[src/core/key_pkg.sv]
// constants and carrier types for the upper fields of the double-vid quad key
package key_pkg;

  ////////////////////////////////////////////////////////////////////////////
  // key bit positions
  localparam int KEY_OAM_FLAG_BIT = 23;
  localparam int KEY_TYPE_ENCODED_BIT = 63;
  localparam int KEY_UPPER_LSB = 64;
  localparam int KEY_UPPER_MSB = 92;
  localparam int KEY_UPPER_W = KEY_UPPER_MSB - KEY_UPPER_LSB + 1;

  ////////////////////////////////////////////////////////////////////////////
  // ethertype and header constants
  localparam logic [15:0] TYPE_MIN_ETHERTYPE = 16'h0600;
  localparam logic [15:0] TYPE_IPV4 = 16'h0800;
  localparam logic [15:0] TYPE_IPV6 = 16'h86dd;
  localparam logic [15:0] TYPE_ARP = 16'h0806;
  localparam logic [15:0] TYPE_OAM = 16'h8902;
  localparam logic [7:0] OAM_UPPER_BYTE = 8'h89;
  localparam logic [7:0] SNAP_SAP = 8'haa;
  localparam logic [7:0] SNAP_CTRL = 8'h03;
  // protocol id bytes that land in the type field of a snap frame
  localparam int SNAP_PID_HI = 4;
  localparam int SNAP_PID_LO = 3;
  localparam logic [7:0] PROTO_TCP = 8'h06;
  localparam logic [7:0] PROTO_UDP = 8'h11;
  localparam logic [7:0] PROTO_PAD = 8'h00;
  localparam logic [3:0] IHL_NO_OPTIONS = 4'h5;
  localparam logic [12:0] FRAG_OFS_ZERO = 13'h0000;
  localparam logic [15:0] TYPE_FIELD_RESET = 16'h0000;
  localparam logic [5:0] DSCP_RESET = 6'h00;

  ////////////////////////////////////////////////////////////////////////////
  // types
  typedef enum logic [2:0] {
    FR_LLC, FR_SNAP, FR_IPV4, FR_IPV6, FR_ARP, FR_OAM, FR_OTHER_TYPE
  } frameClass_t;

  // fields handed over by the frame parser and basic classifier
  typedef struct packed {
    logic [15:0] etherType;
    logic [7:0] llcDsap;
    logic [7:0] llcSsap;
    logic [7:0] llcCtrl;
    logic [4:0][7:0] snapPid;
    logic [7:0] ipProto;
    logic [3:0] ipv4Ihl;
    logic ipv4MoreFrag;
    logic [12:0] ipv4FragOfs;
    logic [15:0] l4DstPort;
    logic [5:0] dscp;
    logic oamMasq;
    logic [6:0] oamMelCode;
  } parsedHdr_t;

  // key bits 92 down to 64, msb first
  typedef struct packed {
    logic tcpFlag;
    logic transportPortFlag;
    logic [5:0] diffservCodeField;
    logic ipv4OptionsFlag;
    logic laterFragmentFlag;
    logic fragmentedFlag;
    logic ipv4FrameFlag;
    logic ipOrSnapFlag;
    logic [15:0] overloadedTypeField;
  } keyUpper_t;

endpackage : key_pkg

[src/core/dbl_vid_key_upper_fields.sv]
// upper fields (bits 64..92) plus bits 23 and 63 of the double-vid quad key
`timescale 1ns/10ps
`default_nettype none

// Contract
// - overloaded 16-bit type field sits at key bit 64, chosen by frame type
// - llc frames: type field is destination sap then source sap
// - snap frames: type field is protocol id bytes 4 down to 3
// - ip tcp or udp frames: type field is layer-4 destination port
// - other ip frames: type field is the ip protocol number
// - arp and other type-encoded frames: type field is the ethertype
// - oam frames with ethertype 0x8902: upper type byte forced to 0x89
// - oam frames: type bit 7 set when injected with masquerading
// - oam frames: type bits 6..0 carry the meg level encoding
// - oam flag set whenever the type field holds the oam encoding
// - bit 80 set for ipv4, ipv6 or snap frames, else clear
// - bit 81 set only for ipv4 frames
// - bit 82 set when ipv4 more-fragments is set or offset nonzero
// - bit 83 set only for ipv4 fragments with offset above zero
// - bit 84 set when ipv4 header length exceeds five
// - options are not skipped; layer-4 data of such frames is untrusted
// - six-bit dscp after translation placed at key bit 85
// - bit 91 set for ipv4 or ipv6 frames carrying tcp or udp
// - bit 92 set only for ipv4 or ipv6 frames carrying tcp
// - oam flag at key bit 23 set for oam frames with ethertype 8902
// - bit 63 set when ethertype is at least 0x600, clear when length coded
module dbl_vid_key_upper_fields
  import key_pkg::*;
(
  input wire logic clock,
  input wire logic rst,
  input wire logic inValid,
  input wire parsedHdr_t hdr,
  output logic keyValid_q,
  output var keyUpper_t keyUpper_q,
  output logic oamFrameFlag_q,
  output logic typeEncodedFlag_q,
  output logic l4Untrusted_q
);

  ////////////////////////////////////////////////////////////////////////////
  // frame classification

  wire logic typeEncoded;
  wire logic snapHeader;
  wire logic isIpv4;
  wire logic isIpv6;
  wire logic isIp;
  wire logic isOam;
  wire logic isTcp;
  wire logic isUdp;
  wire frameClass_t frameClass;

  assign typeEncoded = (hdr.etherType >= TYPE_MIN_ETHERTYPE);
  // a length-coded frame is snap only with the aa-aa-03 header, otherwise plain llc
  assign snapHeader = (hdr.llcDsap == SNAP_SAP) && (hdr.llcSsap == SNAP_SAP) &&
                      (hdr.llcCtrl == SNAP_CTRL);
  assign isIpv4 = typeEncoded && (hdr.etherType == TYPE_IPV4);
  assign isIpv6 = typeEncoded && (hdr.etherType == TYPE_IPV6);
  assign isIp = isIpv4 || isIpv6;
  assign isOam = typeEncoded && (hdr.etherType == TYPE_OAM);
  assign isTcp = isIp && (hdr.ipProto == PROTO_TCP);
  assign isUdp = isIp && (hdr.ipProto == PROTO_UDP);

  assign frameClass =
      !typeEncoded ? (snapHeader ? FR_SNAP : FR_LLC) :
      isIpv4 ? FR_IPV4 :
      isIpv6 ? FR_IPV6 :
      isOam ? FR_OAM :
      (hdr.etherType == TYPE_ARP) ? FR_ARP :
      FR_OTHER_TYPE;

  ////////////////////////////////////////////////////////////////////////////
  // field builders

  wire logic transportPortFlag;
  wire logic tcpFlag;
  wire logic ipOrSnapFlag;
  wire logic [15:0] overloadedTypeField;
  wire logic fragmentedFlag;
  wire logic laterFragmentFlag;
  wire logic ipv4OptionsFlag;
  wire logic l4Untrusted;

  assign transportPortFlag = isTcp || isUdp;
  assign tcpFlag = isTcp;
  assign ipOrSnapFlag = isIp || (frameClass == FR_SNAP);

  type_field_mux type_field_mux_i (
    .frameClass(frameClass),
    .hdr(hdr),
    .transportPortFlag(transportPortFlag),
    .overloadedTypeField(overloadedTypeField)
  );

  ipv4_frag_flags ipv4_frag_flags_i (
    .ipv4Frame(isIpv4),
    .moreFrag(hdr.ipv4MoreFrag),
    .fragOfs(hdr.ipv4FragOfs),
    .ihl(hdr.ipv4Ihl),
    .fragmentedFlag(fragmentedFlag),
    .laterFragmentFlag(laterFragmentFlag),
    .ipv4OptionsFlag(ipv4OptionsFlag),
    .l4Untrusted(l4Untrusted)
  );

  ////////////////////////////////////////////////////////////////////////////
  // key assembly

  keyUpper_t keyUpper_d;
  keyUpper_t keyNew;
  logic oamFrameFlag_d;
  logic typeEncodedFlag_d;
  logic l4Untrusted_d;

  assign keyNew.tcpFlag = tcpFlag;
  assign keyNew.transportPortFlag = transportPortFlag;
  assign keyNew.diffservCodeField = hdr.dscp;
  assign keyNew.ipv4OptionsFlag = ipv4OptionsFlag;
  assign keyNew.laterFragmentFlag = laterFragmentFlag;
  assign keyNew.fragmentedFlag = fragmentedFlag;
  assign keyNew.ipv4FrameFlag = isIpv4;
  assign keyNew.ipOrSnapFlag = ipOrSnapFlag;
  assign keyNew.overloadedTypeField = overloadedTypeField;

  // the key holds its last value between frames so the match stage sees no glitch
  assign keyUpper_d = inValid ? keyNew : keyUpper_q;
  assign oamFrameFlag_d = inValid ? (frameClass == FR_OAM) : oamFrameFlag_q;
  assign typeEncodedFlag_d = inValid ? typeEncoded : typeEncodedFlag_q;
  assign l4Untrusted_d = inValid ? l4Untrusted : l4Untrusted_q;

  always_ff @(posedge clock) begin
    if (rst) begin
      keyValid_q <= 1'b0;
      keyUpper_q <= '0;
      oamFrameFlag_q <= 1'b0;
      typeEncodedFlag_q <= 1'b0;
      l4Untrusted_q <= 1'b0;
    end else begin
      keyValid_q <= inValid;
      keyUpper_q <= keyUpper_d;
      oamFrameFlag_q <= oamFrameFlag_d;
      typeEncodedFlag_q <= typeEncodedFlag_d;
      l4Untrusted_q <= l4Untrusted_d;
    end
  end

  ////////////////////////////////////////////////////////////////////////////
  // assertions

  wire logic [15:0] llcWordChk;
  wire logic [15:0] snapWordChk;
  wire logic [15:0] protoWordChk;
  // raw header terms, kept apart from the classifier so the checks do not mirror it
  wire logic ipChk;
  wire logic snapChk;

  assign llcWordChk = {hdr.llcDsap, hdr.llcSsap};
  assign snapWordChk = {hdr.snapPid[SNAP_PID_HI], hdr.snapPid[SNAP_PID_LO]};
  assign protoWordChk = {PROTO_PAD, hdr.ipProto};
  assign ipChk = (hdr.etherType == TYPE_IPV4) || (hdr.etherType == TYPE_IPV6);
  assign snapChk = (hdr.etherType < TYPE_MIN_ETHERTYPE) && (hdr.llcDsap == SNAP_SAP) &&
                   (hdr.llcSsap == SNAP_SAP) && (hdr.llcCtrl == SNAP_CTRL);
endmodule : dbl_vid_key_upper_fields

`default_nettype wire

[src/core/type_field_mux.sv]
// selection of the 16-bit overloaded type field by frame class
`timescale 1ns/10ps
`default_nettype none

module type_field_mux
  import key_pkg::*;
(
  input wire frameClass_t frameClass,
  input wire parsedHdr_t hdr,
  input wire logic transportPortFlag,
  output logic [15:0] overloadedTypeField
);

  wire logic [15:0] llcWord;
  wire logic [15:0] snapWord;
  wire logic [15:0] ipWord;
  wire logic [15:0] oamWord;

  assign llcWord = {hdr.llcDsap, hdr.llcSsap};
  assign snapWord = {hdr.snapPid[SNAP_PID_HI], hdr.snapPid[SNAP_PID_LO]};
  // port numbers are taken as the parser found them, options are not skipped
  assign ipWord = transportPortFlag ? hdr.l4DstPort : {PROTO_PAD, hdr.ipProto};
  assign oamWord = {OAM_UPPER_BYTE, hdr.oamMasq, hdr.oamMelCode};

  assign overloadedTypeField =
      (frameClass == FR_LLC) ? llcWord :
      (frameClass == FR_SNAP) ? snapWord :
      (frameClass == FR_IPV4 || frameClass == FR_IPV6) ? ipWord :
      (frameClass == FR_OAM) ? oamWord :
      hdr.etherType;

endmodule : type_field_mux

`default_nettype wire

[src/core/ipv4_frag_flags.sv]
// ipv4 fragment and option flags, gated to ipv4 frames
`timescale 1ns/10ps
`default_nettype none

module ipv4_frag_flags
  import key_pkg::*;
(
  input wire logic ipv4Frame,
  input wire logic moreFrag,
  input wire logic [12:0] fragOfs,
  input wire logic [3:0] ihl,
  output logic fragmentedFlag,
  output logic laterFragmentFlag,
  output logic ipv4OptionsFlag,
  output logic l4Untrusted
);

  wire logic ofsNonZero;

  assign ofsNonZero = (fragOfs != FRAG_OFS_ZERO);
  assign fragmentedFlag = ipv4Frame && (moreFrag || ofsNonZero);
  assign laterFragmentFlag = ipv4Frame && ofsNonZero;
  assign ipv4OptionsFlag = ipv4Frame && (ihl > IHL_NO_OPTIONS);
  // options are neither skipped nor decoded, so layer-4 fields then sit at the wrong offset
  assign l4Untrusted = fragmentedFlag || ipv4OptionsFlag;

endmodule : ipv4_frag_flags

`default_nettype wire

[config.mk]
export PLATFORM = sky130hd
export DESIGN_NAME = dbl_vid_key_upper_fields
export DESIGN_NICKNAME = d
export VERILOG_FILES = /design/src/core/key_pkg.sv /design/src/core/dbl_vid_key_upper_fields.sv /design/src/core/type_field_mux.sv /design/src/core/ipv4_frag_flags.sv
export SDC_FILE = /design/constraint.sdc
export NUM_CORES = 1
export LEC_CHECK = 0
export ABC_AREA = 1
export BUFFER_PORTS_ARGS = -buffer_cell sky130_fd_sc_hd__buf_2
export CELL_PAD_IN_SITES_DETAIL_PLACEMENT = 1
export CELL_PAD_IN_SITES_GLOBAL_PLACEMENT = 1
export CORE_ASPECT_RATIO = 0.8
export CORE_MARGIN = 8
export CORE_UTILIZATION = 27
export CTS_CLUSTER_SIZE = 30
export DETAILED_ROUTE_END_ITERATION = 6
export GPL_TIMING_DRIVEN = 0
export HOLD_SLACK_MARGIN = 0.1
export PLACE_DENSITY = 0.83
export SYNTH_ARGS = -nofsm -noshare
export SYNTH_HDL_FRONTEND = slang
export SYNTH_SLANG_ARGS = --single-unit
[constraint.sdc]
create_clock -name clock -period 4.36 [get_ports clock]
set_clock_uncertainty 0.1 [all_clocks]
set_input_delay 0.872 -clock clock [delete_from_list [all_inputs] [get_ports clock]]
set_output_delay 0.872 -clock clock [all_outputs]
set_load 0.02 [all_outputs]
==> results of run 1 <==
-- worst max-delay path, stage by stage --
cell     delay, ps
buf_2          110
nor2_1         220
nand2_1        110
nor2_1         180
nand2_1        100
nand2_2        140
inv_1          140
nand2_1         80
nand2_1         60
nand2_1         70
nand2_1         50
nand2_1         80
a21oi_1         70
-- cell type report --
type / count / area [um^2]
buffer: 15 / 83.8
clock buffer: 5 / 68.8
clock inverter: 3 / 46.3
fill: 1232 / 5140
inverter: 44 / 165
multi-input combinational: 315 / 1450
sequential: 33 / 661
tap: 112 / 140
timing repair buffer: 146 / 731
-- cells in the final DEF, fill, tap and decap left out, types with 9 or more instances in the layout --
cell type / instances
a21oi_1: 23
buf_2: 147
clkbuf_1: 9
dfxtp_1: 33
inv_1: 43
nand2_1: 115
nand3_1: 31
nor2_1: 63
nor2_2: 10
o21ai_0: 36
-- sequential cells by signal, summed over array words and instances, names as in the netlist --
register,count
typeEncodedFlag_q,1
l4Untrusted_q,1
keyUpper_q,29
oamFrameFlag_q,1
keyValid_q,1
-- routing by layer --
| layer | GRT usage | up-vias | share of wire |
|---|---|---|---|
| met3 | 0.0742 | 8 | 0.098 |
| met5 | 0 | - | 0 |
| met1 | 0.204 | 1484 | 0.43 |
| met4 | 0.0268 | 0 | 0.0073 |
| met2 | 0.305 | 103 | 0.47 |
| li1 | - | 1599 | - |
-- power by group through the flow --
stage                     clock, mW  sequential [mW]  combinational (mW)
after detailed placement          0            0.330               0.185
after floorplan                   0            0.348              0.0663
after CTS                     0.304            0.323               0.186
final                         0.296            0.323               0.184
after global placement            0            0.329               0.180
after global routing          0.316            0.325               0.205
-- cell families after synthesis --
| kind of cell | Yosys count | share of synthesized area |
|---|---|---|
| AO/OA/AOI/OAI | 71 | 0.161 |
| AND/OR/NAND/NOR | 244 | 0.453 |
| flip-flops | 33 | 0.281 |
| buffers and inverters | 59 | 0.106 |
-- worst paths after layout --
kind | slack, ps | start | cells after the start | to
hold reg to reg | 370 | keyUpper_q[2]$_SDFFE_PP0P_ | 2 | keyUpper_q[2]$_SDFFE_PP0P_
setup reg to reg | 3590 | keyUpper_q[16]$_SDFFE_PP0P_ | 2 | keyUpper_q[16]$_SDFFE_PP0P_
hold / removal | 370 | keyUpper_q[2]$_SDFFE_PP0P_ | 2 | keyUpper_q[2]$_SDFFE_PP0P_
setup / recovery | 2120 | hdr[122] | 13 | keyUpper_q[9]$_SDFFE_PP0P_
-- stage by stage --
stage	utilization	hold WS [ps]	worst slack, ps	instance area, um^2
CTS	0.394	367	2150	3340
finish	0.394	368	2120	3340
detailed placement	0.380	354	1850	3230
global placement	0.380	350	1880	3230
global route	0.394	394	1980	3340
floorplan	-	445	2300	2350
==> impl_results.md, run 1 <==
- Outcome: finished, final reports clean
- Endpoints failing hold: 0
- First-pass iteration count of the detailed router: 5
- FF+latch count, synth: 33
- RSZ-0062 raised after global routing: no
- Area of the mapped netlist: 0.00235 mm^2
- Sw frac: 0.300
- Fraction of registers with async set or reset after synthesis: 0
- Hold crit path type: reg2reg
- Cell count after synthesis: 407
- Final ANT Viol Nets: 0
- Layout cell share with drive strength beyond 1: 0.332
- Number of global-route vias before repair: ~3,400
- LEAKAGE: ~1.8 nW
- CP startpoint kind: input port
- Setup Crit Path Kind: in2reg
- Die area: 0.0120 mm^2
- Internal Power: roughly 0.56 mW
- Initial core utilization: 0.278
- Final setup viols: 0
- Top cell type's share of synthesized area: 0.281
- Slew @ Worst Pin: between 500 and 600 ps
- Post-CTS Setup Inserts: 0
- Syn Nets: around 550
- Clk sink count: 33
- CTS tree: done
- Setup TNS: 0 ps
- Arr. time, crit path: around 2300 ps
- CTS Buffer Depth: 2
- Final net count: about 700
- CP Max Fanout: 6
- # DRC: 0
- Clock power share: 0.368
- Top-count cell post-synth: nand2_1
- Worst vdd ir: approximately 150 uV
- Top_reg_cell synth: dfxtp_1
- Pins Over Slew Limit: 0
- Most common library cells after synthesis: nand2_1, nor2_1, inv_1
- Initial DRC Count: roughly 140
- Core area: 0.00848 mm^2
- Port Buffer Count: about 150
- CTS resizes: 0
- Vert. Die Dim: around 100 um
- Total GRT Usage: 0.177
- Distinct cells, synth: 28
- Max-cap viol count: 0
- Clock-pin slew on the worst setup and hold paths: 80 ps
- Min Tclk post-route: around 2200 ps
- Initial antenna violation count: 0
- Sequential fraction of the synthesis area: 0.281
- Die W: around 120 um
- Post-synthesis average cell area: slightly below 6 um^2
- Ys Warns: 0
- Diodes inserted: 0
- CTS Hold Bufs: 0
- Via density: between 4 and 5
- Grt total ovfl: 0
- Clock Root Buffer: clkbuf_8
- NetSw: about 0.24 mW
- Final wirelength: roughly 11,000 um
- EDFF count, synth: 0
- Area Growth Syn to Fin: 41.9%
- Worst endpoint required time: 4420 ps
- Row count: 30
- HPWL after DPL: 9380 um
- Flop pwr share: 0.402
- Worst skew pair latency: 280 ps
- Final non-filler cell total: a little under 700
- Number of CTS-inserted buffers: 5
- Fmax: approximately 0.45 GHz
- Cell taking the most area after synthesis: dfxtp_1
- Dpl cells: ~670
- CP endpoint kind: flip-flop
- Logic pwr share: 0.229
- GP Congestion: between 0.8 and 0.9
- Via count: about 3,200
- Ports: 172
- Largest cells by area after synthesis: dfxtp_1, nand2_1, nor2_1
- Worst rel slew slack: 0.642
- Largest net degree at the start of global routing: 13
- Max H-tree Level: 2
- PD cells: ~240 mW/mm^2
- Tot Pwr: approximately 0.8 mW
- Crit share post-route: 0.514
- Drt wl/cell: 16.0 um
- First-pass GRT wire length: 17,100 um
(Power assumes the default switching activity.)
==> inputs of run 2 (changes only) <==
--- a/config.mk
+++ b/config.mk
@@ -11,12 +11,12 @@
 export CELL_PAD_IN_SITES_GLOBAL_PLACEMENT = 1
 export CORE_ASPECT_RATIO = 0.8
 export CORE_MARGIN = 8
-export CORE_UTILIZATION = 27
+export CORE_UTILIZATION = 23
 export CTS_CLUSTER_SIZE = 30
 export DETAILED_ROUTE_END_ITERATION = 6
 export GPL_TIMING_DRIVEN = 0
 export HOLD_SLACK_MARGIN = 0.1
-export PLACE_DENSITY = 0.83
+export PLACE_DENSITY = 0.75
 export SYNTH_ARGS = -nofsm -noshare
 export SYNTH_HDL_FRONTEND = slang
 export SYNTH_SLANG_ARGS = --single-unit
==> constraint.sdc (replaced) <==
create_clock -name clock -period 1.85 [get_ports clock]
set_clock_uncertainty 0.1 [all_clocks]
set_input_delay 0.37 -clock clock [delete_from_list [all_inputs] [get_ports clock]]
set_output_delay 0.37 -clock clock [all_outputs]
set_load 0.02 [all_outputs]
==> run 2 against run 1 <==
Compared with the run above:
- total power up 150%
- global-route usage down 1.6 points
- non-clock buffer count unchanged
- sequential share of layout area down 0.36 points
- count of clock-buffer cells in the layout up 1
- via count down 1.4%
- routed wire length up 4.6%
- die area up 15%
- first-iteration DRC count down 13%
- flip-flop and latch count unchanged
==> impl_results.md, run 2 (synthesis gave the netlist of run 1 again) <==
- Row count: 33 (was 30)
- Clock power share: 0.401 (was 0.368)
- First-pass iteration count of the detailed router: 4 (was 5)
- Pins Over Slew Limit: 0 (unchanged)
- Core area: 0.0101 mm^2 (was 0.00848 mm^2)
- Vert. Die Dim: 107 um (was 99.5 um)
- Grt total ovfl: 0 (unchanged)
- R2R Path Start: keyUpper_q[23]$_SDFFE_PP0P_ (was keyUpper_q[16]$_SDFFE_PP0P_)
- Initial antenna violation count: 2 (was 0)
- Fill count: 1,392 (was 1,232)
- Crit share post-route: 0.907
- Final net count: 699 (unchanged)
- Slew @ Worst Pin: 536 ps (about the same)
- Outcome: finished, final reports clean (unchanged)
- Drt wl/cell: 16.0 um (about the same)
- Final ANT Viol Nets: 0 (unchanged)
- First-pass GRT wire length: 17,400 um (was 17,100 um)
- Setup Crit Path Kind: in2reg (unchanged)
- Worst Hold End: keyUpper_q[22]$_SDFFE_PP0P_ (was keyUpper_q[2]$_SDFFE_PP0P_)
- Worst endpoint required time: 1890 ps (was 4420 ps)
- Ports: 172 (unchanged)
- Max-cap viol count: 0 (unchanged)
- CTS Buffer Depth: 2 (unchanged)
- Leading cell types in the layout, fill and taps excluded: buf_2, nand2_1, nor2_1 (unchanged)
- Post-CTS Setup Inserts: 0 (unchanged)
- Initial core utilization: 0.233 (was 0.278)
- Hold Crit Depth: 3 (was 2)
- Via density: 4.49 (was 4.75)
- Port Buffer Count: 146 (unchanged)
- Max FFs per register: 29 (unchanged)
- R2R Path End: keyUpper_q[23]$_SDFFE_PP0P_ (was keyUpper_q[16]$_SDFFE_PP0P_)
- Post-DP Area: 0.00326 mm^2 (was 0.00323 mm^2)
- CP Max Fanout: 10 (was 6)
- Max H-tree Level: 2 (unchanged)
- # DRC: 0 (unchanged)
- Die area: 0.0138 mm^2 (was 0.0120 mm^2)
- GP Congestion: 0.860 (was 0.816)
- Final wirelength: 11,200 um (was 10,700 um)
- CP max-delay cell: nor2_4 (was nor2_1)
- Flop pwr share: 0.381 (was 0.402)
- Clock-pin slew on the worst setup and hold paths: 50 ps (was 80 ps)
- Min Tclk post-route: roughly 1700 ps
- Final setup viols: 0 (unchanged)
- Sw frac: 0.292 (was 0.300)
- Diodes inserted: 0 (unchanged)
- Fmax: just under 0.6 GHz
- PD cells: 589 mW/mm^2 (was 240 mW/mm^2)
- Most flops, register: keyUpper_q (unchanged)
- RSZ-0062 raised after global routing: no (unchanged)
- HPWL after DPL: 9750 um (was 9380 um)
- Largest net degree at the start of global routing: 11 (was 13)
- Commonest non-fill, non-tap cell in the layout: buf_2 (unchanged)
- Layout cell share with drive strength beyond 1: 0.332 (unchanged)
- Worst skew pair latency: 280 ps (about the same)
- CP endpoint kind: flip-flop (unchanged)
- Slowest stage delay, CP: 200 ps (was 220 ps)
- Clock Root Buffer: clkbuf_16 (was clkbuf_8)
- Arr. time, crit path: 1720 ps (was 2300 ps)
- Clk sink count: 33 (unchanged)
- LEAKAGE: 1.78 nW (was 1.76 nW)
- Die W: 129 um (was 120 um)
- Sequential Area: 661 um^2 (unchanged)
- Via count: 3,150 (was 3,194)
- Number of global-route vias before repair: 3,435 (was 3,438)
- Endpoints failing hold: 0 (unchanged)
- Worst r2r path cells: 2 (unchanged)
- Total GRT Usage: 0.161 (was 0.177)
- Initial DRC Count: 125 (was 143)
- Area occupied by multi-input gates: 0.00145 mm^2 (about the same)
- Internal Power: 1.42 mW (was 0.562 mW)
- Worst rel slew slack: 0.643 (was 0.642)
- Area Growth Syn to Fin: 44.5% (was 41.9%)
- Hold crit path type: in2reg (was reg2reg)
- Worst vdd ir: 453 uV (was 151 uV)
- CP startpoint kind: input port (unchanged)
- Critical path cell sequence: buf_2, nor2_2, nand2_2, nor2_4, nor2_2, nand2_2, nand2_4, buf_6, nand2_1, nand2_1, o21ai_0, a21oi_1 (was buf_2, nor2_1, nand2_1, nor2_1, nand2_1, nand2_2, inv_1, nand2_1, nand2_1, nand2_1, nand2_1, nand2_1, a21oi_1)
- NetSw: 0.585 mW (was 0.241 mW)
- Number of CTS-inserted buffers: 5 (unchanged)
- Flop2flop setup slack: 1080 ps (was 3590 ps)
- CTS tree: done (unchanged)
- Tot Pwr: 2.00 mW (was 0.803 mW)
- Beginning of the worst hold path: hdr[9] (was keyUpper_q[2]$_SDFFE_PP0P_)
- Fin area: 0.00340 mm^2 (was 0.00334 mm^2)
- Logic pwr share: 0.218 (was 0.229)
run 2: changes by cell type in the layout (fill, tap and decap cells not counted), sizes merged:
cell,before,now
clkbuf,14,15
clkinvlp,1,0
bufinv,1,0
clkinv,1,2
run 2: per-layer routing:
layer	vias up	routed length, um	global-route usage
li1	1605	-	-
met1	1429	4830	0.193
met2	100	5090	0.263
met3	12	1210	0.0715
met4	4	91	0.0301
met5	-	21	0
run 2: repair_timing:
action,4_1_cts,5_1_grt
setup endpoints to repair,0,3
hold buffers,0,0
hold endpoints to repair,0,0
resized for setup,0,1
run 2: power by group through the flow:
stage | logic (mW) | clock network [mW] | registers [mW]
global route | 0.486 | 0.860 | 0.767
detailed placement | 0.439 | 0 | 0.777
floorplan | 0.156 | 0 | 0.820
CTS | 0.441 | 0.821 | 0.763
global placement | 0.427 | 0 | 0.775
finish | 0.437 | 0.803 | 0.763
run 2: final cells by class:
cell class                      count  area share
Clock buffer                        6      0.0379
Inverter                           44      0.0485
Sequential cell                    33       0.194
Buffer                             15      0.0246
Timing Repair Buffer              146       0.215
Multi-Input combinational cell    315       0.426
Tap cell                          140      0.0515
Clock inverter                      2     0.00294
run 2: worst max-delay path by stage:
stage | to | slack, ps | from | cells after the start
after floorplan | keyUpper_q[0]$_SDFFE_PP0P_ | 300 | hdr[133] | 11
after global placement | keyUpper_q[6]$_SDFFE_PP0P_ | -120 | hdr[122] | 11
after detailed placement | keyUpper_q[6]$_SDFFE_PP0P_ | -160 | hdr[122] | 11
after CTS | keyUpper_q[6]$_SDFFE_PP0P_ | 140 | hdr[122] | 11
after global routing | keyUpper_q[9]$_SDFFE_PP0P_ | 6 | inValid | 6
final | keyUpper_q[4]$_SDFFE_PP0P_ | 170 | hdr[133] | 12
run 2: stage by stage:
stage	hold slack (ps)	util	instances	TNS, ps	setup WS [ps]
final	213	0.336	701	0	172
after global routing	236	0.336	701	0	6.38
after CTS	211	0.336	701	0	139
after detailed placement	356	0.322	693	-1610	-160
after global placement	351	0.322	693	-819	-124
after floorplan	339	-	407	0	295
run 2: critical path: cells and delay by family:
kind	cells	cell delay (ps)
AO/OA/AOI/OAI	2	270
buffers and inverters	2	280
AND/OR/NAND/NOR	8	800
